File: src/pkg/carry_cpl_pkg.sv
// Constants for the carry-complement revision model
package carry_cpl_pkg;

   // ---------------------------------------------------------------
   // Opcodes of interest
   // ---------------------------------------------------------------
   localparam logic [7:0] OP_CPL_C = 8'hb3;
   localparam logic [7:0] OP_JBC   = 8'h10;
   localparam logic [7:0] OP_JB    = 8'h20;
   localparam logic [7:0] OP_JNB   = 8'h30;
   localparam logic [7:0] OP_NOP   = 8'h00;

   // ---------------------------------------------------------------
   // Revision selection
   // ---------------------------------------------------------------
   localparam logic       REV_FAULT     = 1'b1;
   localparam logic       REV_CORRECTED = 1'b0;
   localparam logic       CARRY_RESET   = 1'b0;

endpackage

File: src/rtl/carry_cpl_rev.sv
// Carry flag update for carry-complement with revision-dependent fault
//
// Contract
// - Complement-carry inverts the carry flag in normal operation.
// - Fault revs keep carry 1 if complement directly follows JB, JNB or JBC.
// - In fault revisions a carry of 0 still becomes 1 after that sequence.
// - The fault applies whether the preceding bit branch was taken or not.
// - Only a bit branch executed just before the complement triggers it.
// - The corrected revision always inverts carry on complement.
module carry_cpl_rev #(
   parameter logic FAULT_REV = carry_cpl_pkg::REV_FAULT
) (
   // Clock and reset
   input  wire logic       clk,
   input  wire logic       resetn,
   // Execute stage
   input  wire logic       exec_valid,
   input  wire logic [7:0] exec_opcode,
   input  wire logic       branch_taken,
   // Other carry writers
   input  wire logic       carry_we,
   input  wire logic       carry_wdata,
   // Results
   output logic            carry_r,
   output logic            branch_taken_r,
   output logic            fault_hit_r
);

   // ---------------------------------------------------------------
   // Decode
   // ---------------------------------------------------------------
   logic       prev_bitbr_r;
   logic       is_cpl;
   logic       is_bitbr;
   logic       trig;
   logic       carry_nxt;

   assign is_cpl   = exec_valid && (exec_opcode == carry_cpl_pkg::OP_CPL_C);
   assign is_bitbr = exec_valid &&
                     ((exec_opcode == carry_cpl_pkg::OP_JB)  ||
                      (exec_opcode == carry_cpl_pkg::OP_JNB) ||
                      (exec_opcode == carry_cpl_pkg::OP_JBC));
   assign trig = (FAULT_REV == carry_cpl_pkg::REV_FAULT) && is_cpl &&
                 prev_bitbr_r && carry_r;

   // ---------------------------------------------------------------
   // Previous instruction tracking
   // ---------------------------------------------------------------
   // history of last executed op
   always_ff @(posedge clk) begin
      if (!resetn) begin
         prev_bitbr_r <= 1'b0;
      end else if (exec_valid) begin
         prev_bitbr_r <= is_bitbr;
      end
   end

   // ---------------------------------------------------------------
   // Carry update
   // ---------------------------------------------------------------
   always_comb begin
      carry_nxt = carry_r;
      if (is_cpl) begin
         carry_nxt = trig ? 1'b1 : ~carry_r;
      end else if (carry_we) begin
         carry_nxt = carry_wdata;
      end
   end

   always_ff @(posedge clk) begin
      if (!resetn) begin
         carry_r <= carry_cpl_pkg::CARRY_RESET;
      end else begin
         carry_r <= carry_nxt;
      end
   end

   always_ff @(posedge clk) begin
      if (!resetn) begin
         branch_taken_r <= 1'b0;
      end else begin
         branch_taken_r <= is_bitbr && branch_taken;
      end
   end

   always_ff @(posedge clk) begin
      if (!resetn) begin
         fault_hit_r <= 1'b0;
      end else begin
         fault_hit_r <= trig;
      end
   end
endmodule

File: config.mk
export PLATFORM = sky130hd
export DESIGN_NAME = carry_cpl_rev
export DESIGN_NICKNAME = d
export VERILOG_FILES = /design/src/pkg/carry_cpl_pkg.sv /design/src/rtl/carry_cpl_rev.sv
export SDC_FILE = /design/constraint.sdc
export NUM_CORES = 1
export LEC_CHECK = 0
export ABC_AREA = 1
export BUFFER_PORTS_ARGS = -buffer_cell sky130_fd_sc_hd__buf_2
export CAP_MARGIN = 20
export CORE_AREA = 2 2 39 41
export CTS_BUF_LIST = sky130_fd_sc_hd__clkbuf_8
export CTS_CLUSTER_SIZE = 24
export DETAILED_ROUTE_END_ITERATION = 16
export DIE_AREA = 0 0 41 43
export GPL_ROUTABILITY_DRIVEN = 0
export HOLD_SLACK_MARGIN = 0.02
export MAX_ROUTING_LAYER = met4
export SLEW_MARGIN = 20
export SYNTH_ARGS = -nofsm -noshare
export SYNTH_HDL_FRONTEND = slang
export SYNTH_SLANG_ARGS = --single-unit
File: constraint.sdc
create_clock -name clk -period 1 [get_ports clk]
set_clock_uncertainty 0.15 [all_clocks]
set_input_delay 0.2 -clock clk [delete_from_list [all_inputs] [get_ports clk]]
set_output_delay 0.2 -clock clk [all_outputs]
set_load 0.005 [all_outputs]
==> impl_metrics.py <==
metrics = {
    "floorplanning": {
        "die_w_microns": 41,
        "num_io_pins": 17,
        "core_sq_um": 1380,
        "die_area_sq_um": 1760,
        "std_cell_rows": 14,
        "die_height_microns": 43,
        "start_util_pct": 14.0,
    },
    "sta": {
        "worst_slew_pin_slew_ns": 0.153,
        "rsz0062_at_grt": "yes",
        "slew_violations": 0,
        "hold_viol": 0,
        "post-route-period-util_pct": 99.8,
        "worst_slew_margin_rel_pct": 89.7,
        "max_clock_freq_mhz": 1000,
        "layout_min_cycle_time_ns": 0.998,
        "setup_viol": 0,
    },
    "route": {
        "dr.pass1.iters": 4,
        "drt_iter0_markers": 1,
        "ant_nets": 0,
        "wl_microns": 496,
        "drt-vias-per-instance": 3.75,
        "via_count": 244,
        "drc": 0,
        "wl_per_cell_microns": 7.63,
    },
    "critical_path": {
        "critPathBufInv": 1,
        "worstPathRequired_ns": 0.65,
        "worstSetupEndpointType": "output pin",
        "cp_cell_sequence": "buf_2",
        "cp_top_family": "flip-flops",
        "cp-start-kind": "register",
        "cp_max_fo": 3,
        "cp_slowest_cell": "dfxtp_2",
        "cpPeakStageDelay_ns": 0.31,
        "arrival_ns": 0.65,
        "crit_type": "register to output pin",
    },
    "finish": {
        "drive_gt1_share_pct": 46.9,
        "antenna_cells": 0,
        "area_growth_syn_to_layout_pct": 73.5,
        "final_util_pct": 24.3,
        "design_area_sq_um": 337,
        "nNetsFinal": 65,
    },
    "global_route": {
        "antenna_found_initial": 0,
        "grt_pass1_vias": 188,
        "grt_max_degree": 4,
        "track_usage_pct": 6.69,
        "grt_pass1_wl_microns": 676,
        "globalRoute.totalOverflow": 0,
    },
    "synth": {
        "yosysTopAreaCellShare_pct": 41.3,
        "synthesis.nets": 44,
        "synthArstFlopShare_pct": 0,
        "synth_edf_count": 0,
        "syn_area_sq_um": 194,
        "yosys.area.top_type": "dfxtp_1",
        "syn_inst": 30,
        "syn_avg_cell_area_sq_um": 6.46,
        "yosysMostFrequentCell": "nand2_1",
        "yosysWarnings": 0,
        "synth_seq_area_share_pct": 41.3,
        "ys_types": 10,
        "ys_ff_latch": 4,
        "synth_area_leaders": "dfxtp_1 (41%), nand2_1 (15%), inv_1 (9.7%)",
        "synthFlopType": "dfxtp_1",
        "synth_common_cells": "nand2_1 (8), inv_1 (5), dfxtp_1 (4), nor2_1 (4)",
    },
    "power_and_ir_drop": {
        "leakagePower_nw": 0.183,
        "peakVddDrop_uv": 336,
        "power_density_nw_per_um2": 1650,
    },
    "hold_path": {
        "min_path_type": "primary input to register",
    },
    "cts": {
        "cts_max_level": 1,
        "clk_pin_slew_ns": 0.03,
        "numCtsBuffers": 3,
        "cts_tree": "built",
        "holdBufCountCts": 0,
        "cts_root_buffer": "clkbuf_8",
        "worstSkewPairLatency_ns": 0.22,
        "cts.sink_count": 4,
        "cts.path.max_buffers": 2,
        "post_cts_buffers": 0,
    },
    "job": {
        "cap_violations": 0,
    },
    "place": {
        "placed_area_sq_um": 294,
        "port_buffers": 16,
    },
    "run_status": {
        "status": "finished, final reports clean",
    },
}
## area by class of cell
class / instances / area [sq um]
multi-input combinational: 21 / 95.1
inverter: 5 / 18.8
clock buffer: 3 / 41.3
timing repair buffer: 16 / 80.1
fill: 163 / 1050
tap: 16 / 20.0
sequential: 4 / 81.3
## placed cells by master, fill, tap and decap left out, drive strengths merged
| cell type | instances |
|---|---|
| buf | 16 |
| clkbuf | 3 |
| dfxtp | 4 |
| inv | 5 |
| nand2 | 8 |
| nand3 | 2 |
| nand4 | 1 |
| nor2 | 6 |
| nor3 | 1 |
| o21ai | 2 |
| or2 | 1 |
## kinds of logic (layout without fill, tap and decap cells)
family | Yosys count | after routing | share of synthesized area (%)
AO/OA/AOI/OAI | 2 | 2 | 5.16
buffers and inverters | 5 | 24 | 9.68
AND/OR/NAND/NOR | 19 | 19 | 43.9
flip-flops | 4 | 4 | 41.3
## through the flow
stage	total power [mW]	setup TNS (ns)	std cells	setup slack, ns	hold WS [ns]
3_5_place_dp	0.220	-0.117	62	-0.0550	0.271
5_1_grt	0.579	-0.0157	65	-0.0157	0.0590
3_3_place_gp	0.218	-0.0683	62	-0.0322	0.269
2_1_floorplan	0.186	0	30	0.0914	0.161
4_1_cts	0.563	-0.00188	65	-0.00188	0.0462
6_report	0.555	0	65	0.00156	0.0443
## flip-flops by register name (all words and copies together) (netlist names)
signal          count
fault_hit_r         1
branch_taken_r      1
prev_bitbr_r        1
carry_r             1
## worst reg2reg max path, cell delays in order (launching register included)
cell,delay (ns)
dfxtp_2,0.31
o21ai_0,0.17
nand2_1,0.07
nand2_1,0.05
nor2_1,0.04
## what timing repair did
item,CTS,global route
gates resized for setup,1,0
setup endpoints to repair,1,1
hold endpoints to repair,0,0
## layer usage
metal / share of wire (%) / global-route usage, % / vias to the layer above
met5: 0 / - / -
met4: 2.8 / 8.00 / 0
met3: 8.3 / 3.14 / 2
met2: 54 / 9.38 / 11
met1: 35 / 5.47 / 101
li1: - / - / 130
## path summary, 6_finish.rpt
| path | from | to | slack [ns] | depth (start not counted) |
|---|---|---|---|---|
| max reg2reg | carry_r | carry_r | 0.10 | 4 |
| min | exec_valid | prev_bitbr_r | 0.04 | 2 |
| max | carry_r | carry_r | 0.002 | 1 |
| min reg2reg | prev_bitbr_r | carry_r | 0.32 | 2 |
## report_power, final
part           switching (mW)  internal, mW
registers             0.00197         0.164
clock network          0.0812         0.256
logic                  0.0228        0.0287
(Power assumes the default switching activity.)
